===== src/hdl/tcc_defs.svh =====
/*
 * Offsets, field positions, reset values and timing counts of the
 * test configuration block.
 * Assumes inclusion by bare name; definitions only.
 */
`ifndef TCC_DEFS_SVH
`define TCC_DEFS_SVH

// ============================================================
// Register word indexes and their byte addresses, one word per register
`define TCC_IDX_TEST_CONFIG 12'h01E
`define TCC_IDX_BAL_ENABLE 12'h014
`define TCC_IDX_BAL_CONFIG 12'h013
`define TCC_ADDR_TEST_CONFIG (`TCC_IDX_TEST_CONFIG << 2)
`define TCC_ADDR_BAL_ENABLE (`TCC_IDX_BAL_ENABLE << 2)
`define TCC_ADDR_BAL_CONFIG (`TCC_IDX_BAL_CONFIG << 2)
`define TCC_ADDR_COMM_TIMEOUT 12'h100
`define TCC_ADDR_STATUS 12'h104

// ============================================================
// Test configuration fields
`define TCC_RSVD_HI_MSB 15
`define TCC_RSVD_HI_LSB 12
`define TCC_REG_TRIAL_MSB 11
`define TCC_REG_TRIAL_LSB 8
`define TCC_CNT_INHIBIT_BIT 7
`define TCC_VDIG_TRIP_BIT 6
`define TCC_SQUEEZE_BIT 4
`define TCC_CP_MON_BIT 2
`define TCC_MOD_MON_BIT 0
`define TCC_TEST_CONFIG_MASK 16'h0FD5

// Balancing configuration field
`define TCC_BAL_CONT_BIT 3
`define TCC_BAL_CONFIG_MASK 16'h00F8

// ============================================================
// Reset values
`define TCC_TEST_CONFIG_RST 16'h0000
`define TCC_BAL_ENABLE_RST 16'h0000
`define TCC_BAL_CONFIG_RST 16'h0000
`define TCC_COMM_TIMEOUT_RST 32'h0000_0000

// ============================================================
// Timing
`define TCC_LATE_TIMEOUT_MIN 70
`define TCC_CLK_HZ 25000000

`endif


===== src/hdl/tcc_pkg.sv =====
/*
 * Types of the test configuration block.
 * Assumes nothing beyond a SystemVerilog compiler.
 */
package tcc_pkg;
    // ============================================================
    // Test outputs carried together
    typedef struct packed {
        logic [3:0] core_regulator_trial_field;
        logic counter_reset_inhibit;
        logic digital_supply_trip_armed;
        logic squeeze_resistor_enable;
        logic charge_pump_monitor_enable;
        logic module_voltage_monitor_enable;
    } tcc_test_ctl_t;

    // Balancing drive outputs
    typedef struct packed {
        logic [15:0] balance_drive;
        logic [15:0] squeeze_drive;
    } tcc_bal_drive_t;

    typedef enum logic [1:0] {
        TCC_WR_IDLE,
        TCC_WR_RESP
    } tcc_wr_state_t;
endpackage


===== src/hdl/tcc_drive_select.sv =====
/*
 * Routes balancing enable bits to balancing or squeeze outputs.
 * Assumes the enable vector already reflects fault clearing.
 */
`timescale 1ns/1ns
module tcc_drive_select
    import tcc_pkg::*;
#(
    parameter int CHANNELS = 16
)
(
    input wire logic [CHANNELS-1:0] enable_bits,
    input wire logic squeeze_on,
    output logic [CHANNELS-1:0] balance_drive,
    output logic [CHANNELS-1:0] squeeze_drive
);
    // ============================================================
    // Per channel steering; bit 0 feeds cell 1
    generate
        for (genvar i = 0; i < CHANNELS; i++)
        begin : g_ch
            assign balance_drive[i] = enable_bits[i] & ~squeeze_on;
            assign squeeze_drive[i] = enable_bits[i] & squeeze_on;
        end
    endgenerate
endmodule


===== src/hdl/tcc_test_config.sv =====
/*
 * Test configuration register block with AXI4-Lite slave, balancing
 * enable handling, comm timeout counter and shutdown arming.
 * Assumes one clock, inputs synchronous to sys_clk, active high reset.
 */
// Our own choice: the AXI4-Lite register port.
`timescale 1ns/1ns
`include "tcc_defs.svh"

// Behaviour
// - Top four bits read zero always
// - Inhibit bit stops counter reset on packets
// - Low period while inhibited misses timeout
// - Writing new timeout count restores behaviour
// - Trip test bit arms shutdown on trip
// - Arming persists until shutdown, bit reads back as written
// - Squeeze bit routes enables to resistors
// - Enable bit n drives cell n+1 output
// - Faults clear enables unless balance-continue set
// - Charge pump monitor enable follows bit 2
// - Module monitor enable follows bit 0
module tcc_test_config
    import tcc_pkg::*;
#(
    parameter int CHANNELS = 16,
    parameter int FAULT_BITS = 8
)
(
    input wire logic sys_clk,
    input wire logic reset,
    input wire logic [11:0] s_axi_awaddr,
    input wire logic s_axi_awvalid,
    output logic s_axi_awready,
    input wire logic [31:0] s_axi_wdata,
    input wire logic [3:0] s_axi_wstrb,
    input wire logic s_axi_wvalid,
    output logic s_axi_wready,
    output logic [1:0] s_axi_bresp,
    output logic s_axi_bvalid,
    input wire logic s_axi_bready,
    input wire logic [11:0] s_axi_araddr,
    input wire logic s_axi_arvalid,
    output logic s_axi_arready,
    output logic [31:0] s_axi_rdata,
    output logic [1:0] s_axi_rresp,
    output logic s_axi_rvalid,
    input wire logic s_axi_rready,
    input wire logic valid_packet,
    input wire logic [FAULT_BITS-1:0] fault_bits,
    input wire logic customer_checksum_error,
    input wire logic digital_supply_por_trip,
    input wire logic [31:0] comm_power_down_period,
    output tcc_test_ctl_t test_ctl,
    output tcc_bal_drive_t bal_drive,
    output logic shutdown_request,
    output logic comm_timeout
);
    // ============================================================
    // Parameter limits the register layout can serve
    generate
        if (CHANNELS != 16)
        begin : g_bad_channels
            $error("CHANNELS must be 16 to fit the enable register");
        end
        if (FAULT_BITS < 1)
        begin : g_bad_faults
            $error("FAULT_BITS must be at least 1");
        end
    endgenerate

    // ============================================================
    // State record
    typedef struct packed {
        logic [15:0] test_config;
        logic [15:0] bal_enable;
        logic [15:0] bal_config;
        logic [31:0] timeout_count;
        logic trip_armed;
        logic shutdown;
        logic timed_out;
        tcc_wr_state_t wr_state;
        logic [11:0] aw_addr;
        logic aw_have;
        logic [31:0] w_data;
        logic [3:0] w_strb;
        logic w_have;
        logic [1:0] bresp;
        logic rvalid;
        logic [31:0] rdata;
        logic [1:0] rresp;
    } tcc_state_t;

    tcc_state_t st_reg;
    tcc_state_t st_next;
    logic any_fault;
    logic [15:0] wmask;
    logic [15:0] cfg_new;
    logic wr_fire;

    // Customer checksum error alone never counts as a fault
    assign any_fault = |fault_bits;

    // ============================================================
    // AXI handshakes: accept each channel once, answer after both
    assign s_axi_awready = ~st_reg.aw_have && (st_reg.wr_state == TCC_WR_IDLE);
    assign s_axi_wready = ~st_reg.w_have && (st_reg.wr_state == TCC_WR_IDLE);
    assign s_axi_bvalid = (st_reg.wr_state == TCC_WR_RESP);
    assign s_axi_bresp = st_reg.bresp;
    assign s_axi_arready = ~st_reg.rvalid;
    assign s_axi_rvalid = st_reg.rvalid;
    assign s_axi_rdata = st_reg.rdata;
    assign s_axi_rresp = st_reg.rresp;
    assign wr_fire = st_reg.aw_have && st_reg.w_have && (st_reg.wr_state == TCC_WR_IDLE);
    assign wmask = {{8{st_reg.w_strb[1]}}, {8{st_reg.w_strb[0]}}};

    // ============================================================
    // Next state
    always_comb
    begin
        st_next = st_reg;
        cfg_new = st_reg.test_config;
        if (s_axi_awvalid && s_axi_awready)
        begin
            st_next.aw_addr = s_axi_awaddr;
            st_next.aw_have = 1'b1;
        end
        if (s_axi_wvalid && s_axi_wready)
        begin
            st_next.w_data = s_axi_wdata;
            st_next.w_strb = s_axi_wstrb;
            st_next.w_have = 1'b1;
        end
        // Communication timeout counter
        if (valid_packet && !st_reg.test_config[`TCC_CNT_INHIBIT_BIT])
            st_next.timeout_count = 32'h0000_0000;
        else if (st_reg.timeout_count < comm_power_down_period)
            st_next.timeout_count = st_reg.timeout_count + 32'h0000_0001;
        // Period below count while inhibited: no match, timeout missed
        if (st_reg.timeout_count == comm_power_down_period &&
            comm_power_down_period != 32'h0000_0000)
            st_next.timed_out = 1'b1;
        if (valid_packet && !st_reg.test_config[`TCC_CNT_INHIBIT_BIT])
            st_next.timed_out = 1'b0;
        if (wr_fire)
        begin
            st_next.aw_have = 1'b0;
            st_next.w_have = 1'b0;
            st_next.wr_state = TCC_WR_RESP;
            st_next.bresp = 2'b00;
            if (st_reg.aw_addr == `TCC_ADDR_TEST_CONFIG)
            begin
                cfg_new = (st_reg.test_config & ~wmask) |
                          (st_reg.w_data[15:0] & wmask);
                // Reserved bits dropped so they read zero
                st_next.test_config = cfg_new & `TCC_TEST_CONFIG_MASK;
            end
            else if (st_reg.aw_addr == `TCC_ADDR_BAL_ENABLE)
            begin
                st_next.bal_enable = (st_reg.bal_enable & ~wmask) |
                                     (st_reg.w_data[15:0] & wmask);
            end
            else if (st_reg.aw_addr == `TCC_ADDR_BAL_CONFIG)
            begin
                st_next.bal_config = ((st_reg.bal_config & ~wmask) |
                                      (st_reg.w_data[15:0] & wmask)) & `TCC_BAL_CONFIG_MASK;
            end
            else if (st_reg.aw_addr == `TCC_ADDR_COMM_TIMEOUT)
            begin
                // Fresh count resynchronises the counter to the period
                st_next.timeout_count = st_reg.w_data;
                st_next.timed_out = 1'b0;
            end
            else
            begin
                st_next.bresp = 2'b10;
            end
        end
        // Setting the trip bit arms; clearing it does not disarm
        if (st_next.test_config[`TCC_VDIG_TRIP_BIT])
            st_next.trip_armed = 1'b1;
        st_next.test_config[`TCC_VDIG_TRIP_BIT] = wr_fire &&
            (st_reg.aw_addr == `TCC_ADDR_TEST_CONFIG) ?
            cfg_new[`TCC_VDIG_TRIP_BIT] : st_reg.test_config[`TCC_VDIG_TRIP_BIT];
        if (st_reg.trip_armed && digital_supply_por_trip)
            st_next.shutdown = 1'b1;
        if (st_reg.shutdown)
            st_next.trip_armed = 1'b0;
        // Faults clear and lock enables; overrides any write this cycle
        if (any_fault && !st_reg.bal_config[`TCC_BAL_CONT_BIT])
            st_next.bal_enable = 16'h0000;
        if (s_axi_bvalid && s_axi_bready)
            st_next.wr_state = TCC_WR_IDLE;
        // Read channel
        if (s_axi_arvalid && s_axi_arready)
        begin
            st_next.rvalid = 1'b1;
            st_next.rresp = 2'b00;
            st_next.rdata = 32'h0000_0000;
            if (s_axi_araddr == `TCC_ADDR_TEST_CONFIG)
                st_next.rdata = {16'h0000, st_reg.test_config};
            else if (s_axi_araddr == `TCC_ADDR_BAL_ENABLE)
                st_next.rdata = {16'h0000, st_reg.bal_enable};
            else if (s_axi_araddr == `TCC_ADDR_BAL_CONFIG)
                st_next.rdata = {16'h0000, st_reg.bal_config};
            else if (s_axi_araddr == `TCC_ADDR_COMM_TIMEOUT)
                st_next.rdata = st_reg.timeout_count;
            else if (s_axi_araddr == `TCC_ADDR_STATUS)
                st_next.rdata = {29'h0000_0000, st_reg.timed_out,
                                 st_reg.shutdown, st_reg.trip_armed};
            else
                st_next.rresp = 2'b10;
        end
        else if (st_reg.rvalid && s_axi_rready)
        begin
            st_next.rvalid = 1'b0;
        end
    end

    // ============================================================
    // State register; all test features start disabled
    always_ff @(posedge sys_clk or posedge reset)
    begin
        if (reset)
        begin
            st_reg <= '0;
            st_reg.wr_state <= TCC_WR_IDLE;
        end
        else
        begin
            st_reg <= st_next;
        end
    end

    // ============================================================
    // Outputs straight from the register bits
    assign test_ctl.core_regulator_trial_field =
        st_reg.test_config[`TCC_REG_TRIAL_MSB:`TCC_REG_TRIAL_LSB];
    assign test_ctl.counter_reset_inhibit = st_reg.test_config[`TCC_CNT_INHIBIT_BIT];
    assign test_ctl.digital_supply_trip_armed = st_reg.trip_armed;
    assign test_ctl.squeeze_resistor_enable = st_reg.test_config[`TCC_SQUEEZE_BIT];
    assign test_ctl.charge_pump_monitor_enable = st_reg.test_config[`TCC_CP_MON_BIT];
    assign test_ctl.module_voltage_monitor_enable =
        st_reg.test_config[`TCC_MOD_MON_BIT];
    assign shutdown_request = st_reg.shutdown;
    assign comm_timeout = st_reg.timed_out;

    // Steering of enables to balancing or squeeze outputs
    tcc_drive_select #(
        .CHANNELS(CHANNELS)
    ) u_drive (
        .enable_bits(st_reg.bal_enable),
        .squeeze_on(st_reg.test_config[`TCC_SQUEEZE_BIT]),
        .balance_drive(bal_drive.balance_drive),
        .squeeze_drive(bal_drive.squeeze_drive)
    );
endmodule


===== config.mk =====
export PLATFORM = sky130hd
export DESIGN_NAME = tcc_test_config
export DESIGN_NICKNAME = d
export VERILOG_FILES = /design/src/hdl/tcc_pkg.sv /design/src/hdl/tcc_drive_select.sv /design/src/hdl/tcc_test_config.sv
export VERILOG_INCLUDE_DIRS = /design/src /design/src/hdl
export SDC_FILE = /design/constraint.sdc
export NUM_CORES = 1
export LEC_CHECK = 0
export BUFFER_PORTS_ARGS = -buffer_cell sky130_fd_sc_hd__buf_2
export CAP_MARGIN = 30
export CORE_ASPECT_RATIO = 0.6
export CORE_UTILIZATION = 50
export CTS_BUF_LIST = sky130_fd_sc_hd__clkbuf_4 sky130_fd_sc_hd__clkbuf_8
export CTS_CLUSTER_SIZE = 10
export DETAILED_ROUTE_END_ITERATION = 8
export PLACE_DENSITY = 0.75
export SKIP_LAST_GASP = 1
export SLEW_MARGIN = 20
export SYNTH_ARGS = -nofsm -noshare
export SYNTH_HDL_FRONTEND = slang
export SYNTH_SLANG_ARGS = --single-unit

===== constraint.sdc =====
create_clock -name sys_clk -period 5.5 [get_ports sys_clk]
set_input_delay 0.825 -clock sys_clk [delete_from_list [all_inputs] [get_ports sys_clk]]
set_output_delay 0.825 -clock sys_clk [all_outputs]
set_load 0.005 [all_outputs]

==> impl_results.md, run 1 <==
- Status: finished, final reports clean
- Skew-Pair Late Insertion Delay: 0.45 ns
- Max cap viols: 0
- Ant. Diodes: 0
- Chip width: 171.2 um
- RSZ-0062 raised after global routing: no
- Antenna-violating nets left: 0
- Setup crit end kind: flip-flop
- HPWL Detailed: 18260 um
- Worst Path Required: 5.80 ns
- Pwr dens: 333.1 nW/um^2
- Top cell type by total area after synthesis: dfrtp_1
- Initial detailed-routing violation count: 864
- Cts bufs inserted: 17
- Row count: 36
- # port buffers: 188
- YS warnings: 0
- Fin Clk Skew: 0.01517 ns
- Flip-flop count of the largest register after layout: 103
- Post-route DRC: 0
- Die Area: 17730 um^2
- Area of the multi-input gates: 4149 um^2
- Ratio of cells with drive above 1 in the final layout: 30.49%
- Max_slew headroom: 34.91%
- Crit share post-route: 61.19%
- Clock slew at the register clock pins of the worst setup and hold paths: 0.09 ns
- Non-Filler Instances: 1261
- Area share of the largest cell type after synthesis: 43.40%
- Synthesized cell area: 8591 um^2
- Hold-fix buffers, CTS: 0
- Root buffer cell: clkbuf_8
- F_max: 297.1 MHz
- First-pass GRT wire length: 38610 um
- Starting density of the core: 51.97%
- Vias in the first global route: 6861
- Setup_tns: 0 ns
- Synth area leaders: dfrtp_1 (43%), mux2_2 (8.4%), ha_1 (4.8%)
- CTS tree: built
- Placer Congestion: 0.9308
- Seq cells post-synth: 149
- Chip Height: 103.5 um
- Placed insts: 1228
- Total global routing overflow: 0
- Setup CP Type: flip-flop to flip-flop
- Synth cell types: 62
- Final Util: 59.71%
- Post-synth EDFFs: 0
- Worst Max-Slew Pin Slew: 0.9711 ns
- CP max stage delay: 0.65 ns
- Vias: 7451
- Syn_area_per_cell: 9.609 um^2
- Clock tree buffer depth: 2
- CTS resizes: 0
- Final setup violation count: 0
- Fin. Hold Viols: 0
- Largest net degree at the start of global routing: 100
- Initial antenna violation count: 0
- Storage cell area: 3729 um^2
- Overall Global Routing Usage: 28.30%
- VDD IR max: 0.2595 mV
- Crit path DAT: 3.67 ns
- Vias per Instance: 5.909
- Core box area: 16530 um^2
- Worst setup SP type: flip-flop
- Final net count: 1163
- Crit-path cells: ha_1, a21oi_1, o21ai_0, a221oi_1, nand3_1, nor2_1, o211ai_1
- Sequential fraction of the synthesis area: 43.40%
- WL per Instance: 19.85 um
- Final min period: 3.366 ns
- Fillers: 1466
- Detailed-route wire length: 25030 um
- Post-CTS setup buffer count: 0
- Critical path peak fanout: 10
- Ports: 194
- Pre-Repair DR Iteration Count: 5
- Final Max Tran Viols: 0
- Sink Count: 149
- Slowest library cell on the worst path: a221oi_1
- H-Tree Depth: 4
- Area Growth Syn to Fin: 14.90%
- Syn Inst Count: 894
- Leakage: 4.818 nW
- Top FF cell, synth: dfrtp_1
- Worst hold path class: input port to async pin
- Async set-reset flop share out of synthesis: 100.0%
[path summary, 6_finish.rpt]
path	startpoint	end	slack [ns]	cells past startpoint
min in group sys_clk	s_axi_rdata[29]$_DFFE_PP0P_	s_axi_rdata[29]$_DFFE_PP0P_	0.47	2
setup reg to reg	st_reg[119]$_DFF_PP0_	st_reg[121]$_DFF_PP0_	2.13	7
max in group asynchronous	reset	st_reg[105]$_DFF_PP0_	4.25	3
hold / removal	reset	st_reg[44]$_DFFE_PP0P_	0.30	2
setup / recovery	st_reg[119]$_DFF_PP0_	st_reg[121]$_DFF_PP0_	2.13	7
hold reg to reg	s_axi_rdata[29]$_DFFE_PP0P_	s_axi_rdata[29]$_DFFE_PP0P_	0.47	2
[final cells by class]
class / count / area share [%]
inverters: 45 / 1.762
repair buffers: 199 / 10.77
multi-input cells: 608 / 42.03
well taps: 228 / 2.890
flip-flops and latches: 149 / 37.77
clock buffers: 19 / 2.523
clock inverters: 13 / 2.244
[cell usage after synthesis, types with 3 or more instances]
cell      number
a21o_1         3
a21oi_1       21
a221oi_1       9
a222oi_1       4
a22oi_1        4
a31oi_1        6
a32o_1         3
a32oi_1       20
and2_1        19
and3_1         3
buf_1          3
buf_2         11
buf_4         49
clkbuf_1      27
dfrtp_1      149
ha_1          33
inv_1         45
mux2_2        64
mux2i_1       19
nand2_1       84
nand3_1       71
nand3b_1       4
nand4_1       25
nor2_1        59
nor2b_1       20
nor3_1        25
nor4_1        20
o211ai_1      30
o21ai_0       14
or2_2          5
or3_1          3
[cells in the final DEF, fill, tap and decap left out, drive strengths merged, types with 21 or more instances in the layout]
master,synthesis,final
mux2,64,64
a21oi,21,21
nor2,59,59
dfrtp,149,149
o211ai,30,30
buf,65,199
nand4,26,26
nor3,27,27
inv,45,48
ha,33,33
nand2,84,84
and2,22,22
nand3,71,71
[logic make-up (layout without fill, tap and decap cells)]
group,Yosys count,count (layout),synth area share [%]
AO/OA/AOI/OAI,136,136,11.83
XOR/XNOR,1,1,0.1020
adder cells (fa/ha/maj),33,33,4.806
buffers and inverters,138,276,8.520
flip-flops,149,149,43.40
multiplexers,83,83,10.60
other,1,2,0.04365
AND/OR/NAND/NOR,353,353,20.70
[layer usage]
layer | track usage (%) | share of wire (%)
met1 | 44.71 | 48
met5 | 0 | 0
met3 | 8.980 | 12
met2 | 37.54 | 39
met4 | 4.464 | 0.57
[per-stage QoR]
stage	instance area [um^2]	hold slack, ns	power, mW	setup WS [ns]
6_report	9871	0.3021	3.288	2.134
5_1_grt	9871	0.2922	3.447	1.956
4_1_cts	9843	0.4726	3.290	2.284
3_5_place_dp	9373	0.4517	2.272	1.904
3_3_place_gp	9345	0.4461	2.235	1.971
2_1_floorplan	8594	0.4400	2.007	0.6670
[worst max-delay path, delay by kind of cell (launching register included)]
kind	cells	cell delay (ns)
AND/OR/NAND/NOR	2	1.19
AO/OA/AOI/OAI	4	1.06
flip-flops	1	0.63
adder cells (fa/ha/maj)	1	0.35
[power breakdown]
group,internal (mW),leakage [nW],switching (mW)
combinational,0.361,2.65,0.322
clock,0.560,0.234,0.463
sequential,1.31,1.93,0.269
total,2.24,4.82,1.05
No activity file was read; power rests on OpenSTA's default activity.
==> run 2: changes to the inputs <==
--- a/config.mk
+++ b/config.mk
@@ -13,7 +13,7 @@
 export CTS_BUF_LIST = sky130_fd_sc_hd__clkbuf_4 sky130_fd_sc_hd__clkbuf_8
 export CTS_CLUSTER_SIZE = 10
 export DETAILED_ROUTE_END_ITERATION = 8
-export PLACE_DENSITY = 0.75
+export PLACE_DENSITY = 0.78
 export SKIP_LAST_GASP = 1
 export SLEW_MARGIN = 20
 export SYNTH_ARGS = -nofsm -noshare
==> constraint.sdc (replaced) <==
create_clock -name sys_clk -period 2.78 [get_ports sys_clk]
set_input_delay 0.417 -clock sys_clk [delete_from_list [all_inputs] [get_ports sys_clk]]
set_output_delay 0.417 -clock sys_clk [all_outputs]
set_load 0.005 [all_outputs]
==> run 2 against run 1 <==
- clock power rose by 59%
- non-clock buffer count increased by 46
- design area up 3.0%
- largest power group unchanged
- critical endpoint is now st_reg[118]$_DFF_PP0_
==> impl_results.md, run 2 (synthesis gave the netlist of run 1 again) <==
- Status: finished, final reports clean
- Vias per Instance: 5.903 (about the same)
- Post-route DRC: 0 (unchanged)
- CTS tree: built
- Worst setup SP type: flip-flop
- Max_slew headroom: 36.16% (+1.2 points)
- Crit share post-route: 93.99% (+33 points)
- Crit path DAT: 2.90 ns (-0.77 ns)
- Overall Global Routing Usage: 29.62% (+1.3 points)
- Slowest library cell on the worst path: or4_1
- Root buffer cell: clkbuf_8
- First-pass GRT wire length: 39970 um (+3.5%)
- Area Growth Syn to Fin: 18.34%
- CTS resizes: 0 (unchanged)
- Skew-Pair Late Insertion Delay: 0.43 ns (-0.02 ns)
- Setup CP Type: flip-flop to flip-flop
- Antenna-violating nets left: 0 (unchanged)
- Chip Height: 103.5 um (unchanged)
- Final min period: 2.613 ns (-0.7528 ns)
- Initial detailed-routing violation count: 745 (-14%)
- Die Area: 17730 um^2 (unchanged)
- Clock slew at the register clock pins of the worst setup and hold paths: 0.09 ns (about the same)
- Sink Count: 149 (unchanged)
- Worst slack, placed: -0.03509 ns (-1.939 ns)
- H-Tree Depth: 4 (unchanged)
- Critical path peak fanout: 6 (-4)
- CP Launch Point: st_reg[98]$_DFF_PP0_
- Ratio of cells with drive above 1 in the final layout: 33.30% (+2.8 points)
- Leading cell type in the layout, fill and taps excluded: buf_2
- CP Buf/Inv Count: 1 (+1)
- VDD IR max: 0.5531 mV (+110%)
- Worst Max-Slew Pin Slew: 0.9554 ns (-0.01573 ns)
- Fin. Hold Viols: 0 (unchanged)
- Worst Path Required: 3.07 ns (-2.73 ns)
- WL per Instance: 19.91 um (+0.30%)
- Clock tree buffer depth: 2 (unchanged)
- Setup crit end kind: flip-flop
- Final Max Tran Viols: 0 (unchanged)
- Detailed-route wire length: 26040 um (+4.0%)
- HPWL Detailed: 19800 um (+8.4%)
- Total global routing overflow: 0 (unchanged)
- Leakage: 5.023 nW (+4.3%)
- F_max: 382.7 MHz (+29%)
- Pre-Repair DR Iteration Count: 5 (unchanged)
- Final setup violation count: 0 (unchanged)
- CP max stage delay: 0.56 ns (-0.09 ns)
- # port buffers: 188 (unchanged)
- Vias: 7721 (+3.6%)
- Setup_tns: 0 ns (unchanged)
- Max cap viols: 0 (unchanged)
- Vias in the first global route: 7217 (+5.2%)
- RSZ-0062 raised after global routing: no
- Starting density of the core: 51.97% (unchanged)
- Fin Clk Skew: 0.01687 ns (+0.001698 ns)
- Design Power: 6.149 mW (+87%)
- Worst hold path class: input port to async pin
- Cts bufs inserted: 17 (unchanged)
- Crit-path cells: buf_4, nand4_1, nor2_1, nand2_1, or4_1, o311ai_0, nand3_1
- Chip width: 171.2 um (unchanged)
- Flip-flop count of the largest register after layout: 103 (unchanged)
- Delay-heaviest family, CP: simple AND/OR/NAND/NOR gates
- Final net count: 1209 (+4.0%)
- Reg-to-reg critical path startpoint: st_reg[98]$_DFF_PP0_
- Setup ws final: 0.1671 ns (-1.967 ns)
- Placer Congestion: 0.9681 (+4.0%)
- Hold WS: 0.05372 ns (-0.2483 ns)
- Pwr dens: 604.8 nW/um^2 (+82%)
- Post-CTS setup buffer count: 0 (unchanged)
- Core box area: 16530 um^2 (unchanged)
- Largest net degree at the start of global routing: 72 (-28%)
- Ports: 194 (unchanged)
- Row count: 36 (unchanged)
- Initial antenna violation count: 3 (+3)
- Hold-fix buffers, CTS: 0 (unchanged)
- Most frequent cells in the layout: buf_2 (188), dfrtp_1 (149), nand2_1 (84), nand3_1 (71), mux2_2 (64)
==> run 2: path summary, 6_finish.rpt <==
| check | slack (ns) | depth (start not counted) | to |
|---|---|---|---|
| max | 0.17 | 7 | st_reg[118]$_DFF_PP0_ |
| max in group asynchronous | 1.96 | 3 | st_reg[152]$_DFFE_PP0P_ |
| min in group sys_clk | 0.18 | 2 | s_axi_rvalid$_DFFE_PP0P_ |
| max reg2reg | 0.17 | 7 | st_reg[118]$_DFF_PP0_ |
| min reg2reg | 0.47 | 2 | s_axi_rdata[24]$_DFFE_PP0P_ |
| min | 0.05 | 2 | st_reg[78]$_DFFE_PP0P_ |
==> run 2: worst reg2reg max path, stage by stage, from the launching register on <==
cell and delay [ns]:
dfrtp_1 0.54, buf_4 0.21, nand4_1 0.20, nor2_1 0.33, nand2_1 0.20, or4_1 0.56, o311ai_0 0.30, nand3_1 0.14
==> run 2: metrics by stage <==
| step | util (%) | cell area (um^2) | instances |
|---|---|---|---|
| final | 61.50 | 10170 | 1308 |
| after global routing | 61.47 | 10160 | 1306 |
| after CTS | 61.42 | 10150 | 1305 |
| after detailed placement | 59.17 | 9781 | 1274 |
| after global placement | 59.17 | 9781 | 1274 |
| after floorplan | - | 8598 | 895 |
==> run 2: power by group <==
group	switching, mW	internal [mW]	total [mW]	leakage [nW]
Combinational	0.679	0.748	1.43	2.90
Clock	0.842	0.778	1.62	0.194
Sequential	0.500	2.60	3.10	1.93
==> run 2: layout make-up <==
cell class	instances	area (um^2)
repair buffers	245	1456
fillers	1432	6365
diodes	2	5.005
clock inverters	10	96.34
clock buffers	21	276.5
flip-flops and latches	149	3729
multi-input cells	608	4145
well taps	228	285.3
inverters	45	172.7
==> run 2: routing by layer <==
metal / vias to the layer above / part of all wire [%] / track usage, %
li1: 3554 / - / -
met1: 3678 / 46 / 46.72
met2: 465 / 39 / 39.66
met3: 22 / 14 / 9.782
met4: 2 / 0.57 / 3.635
met5: - / 0.038 / 0
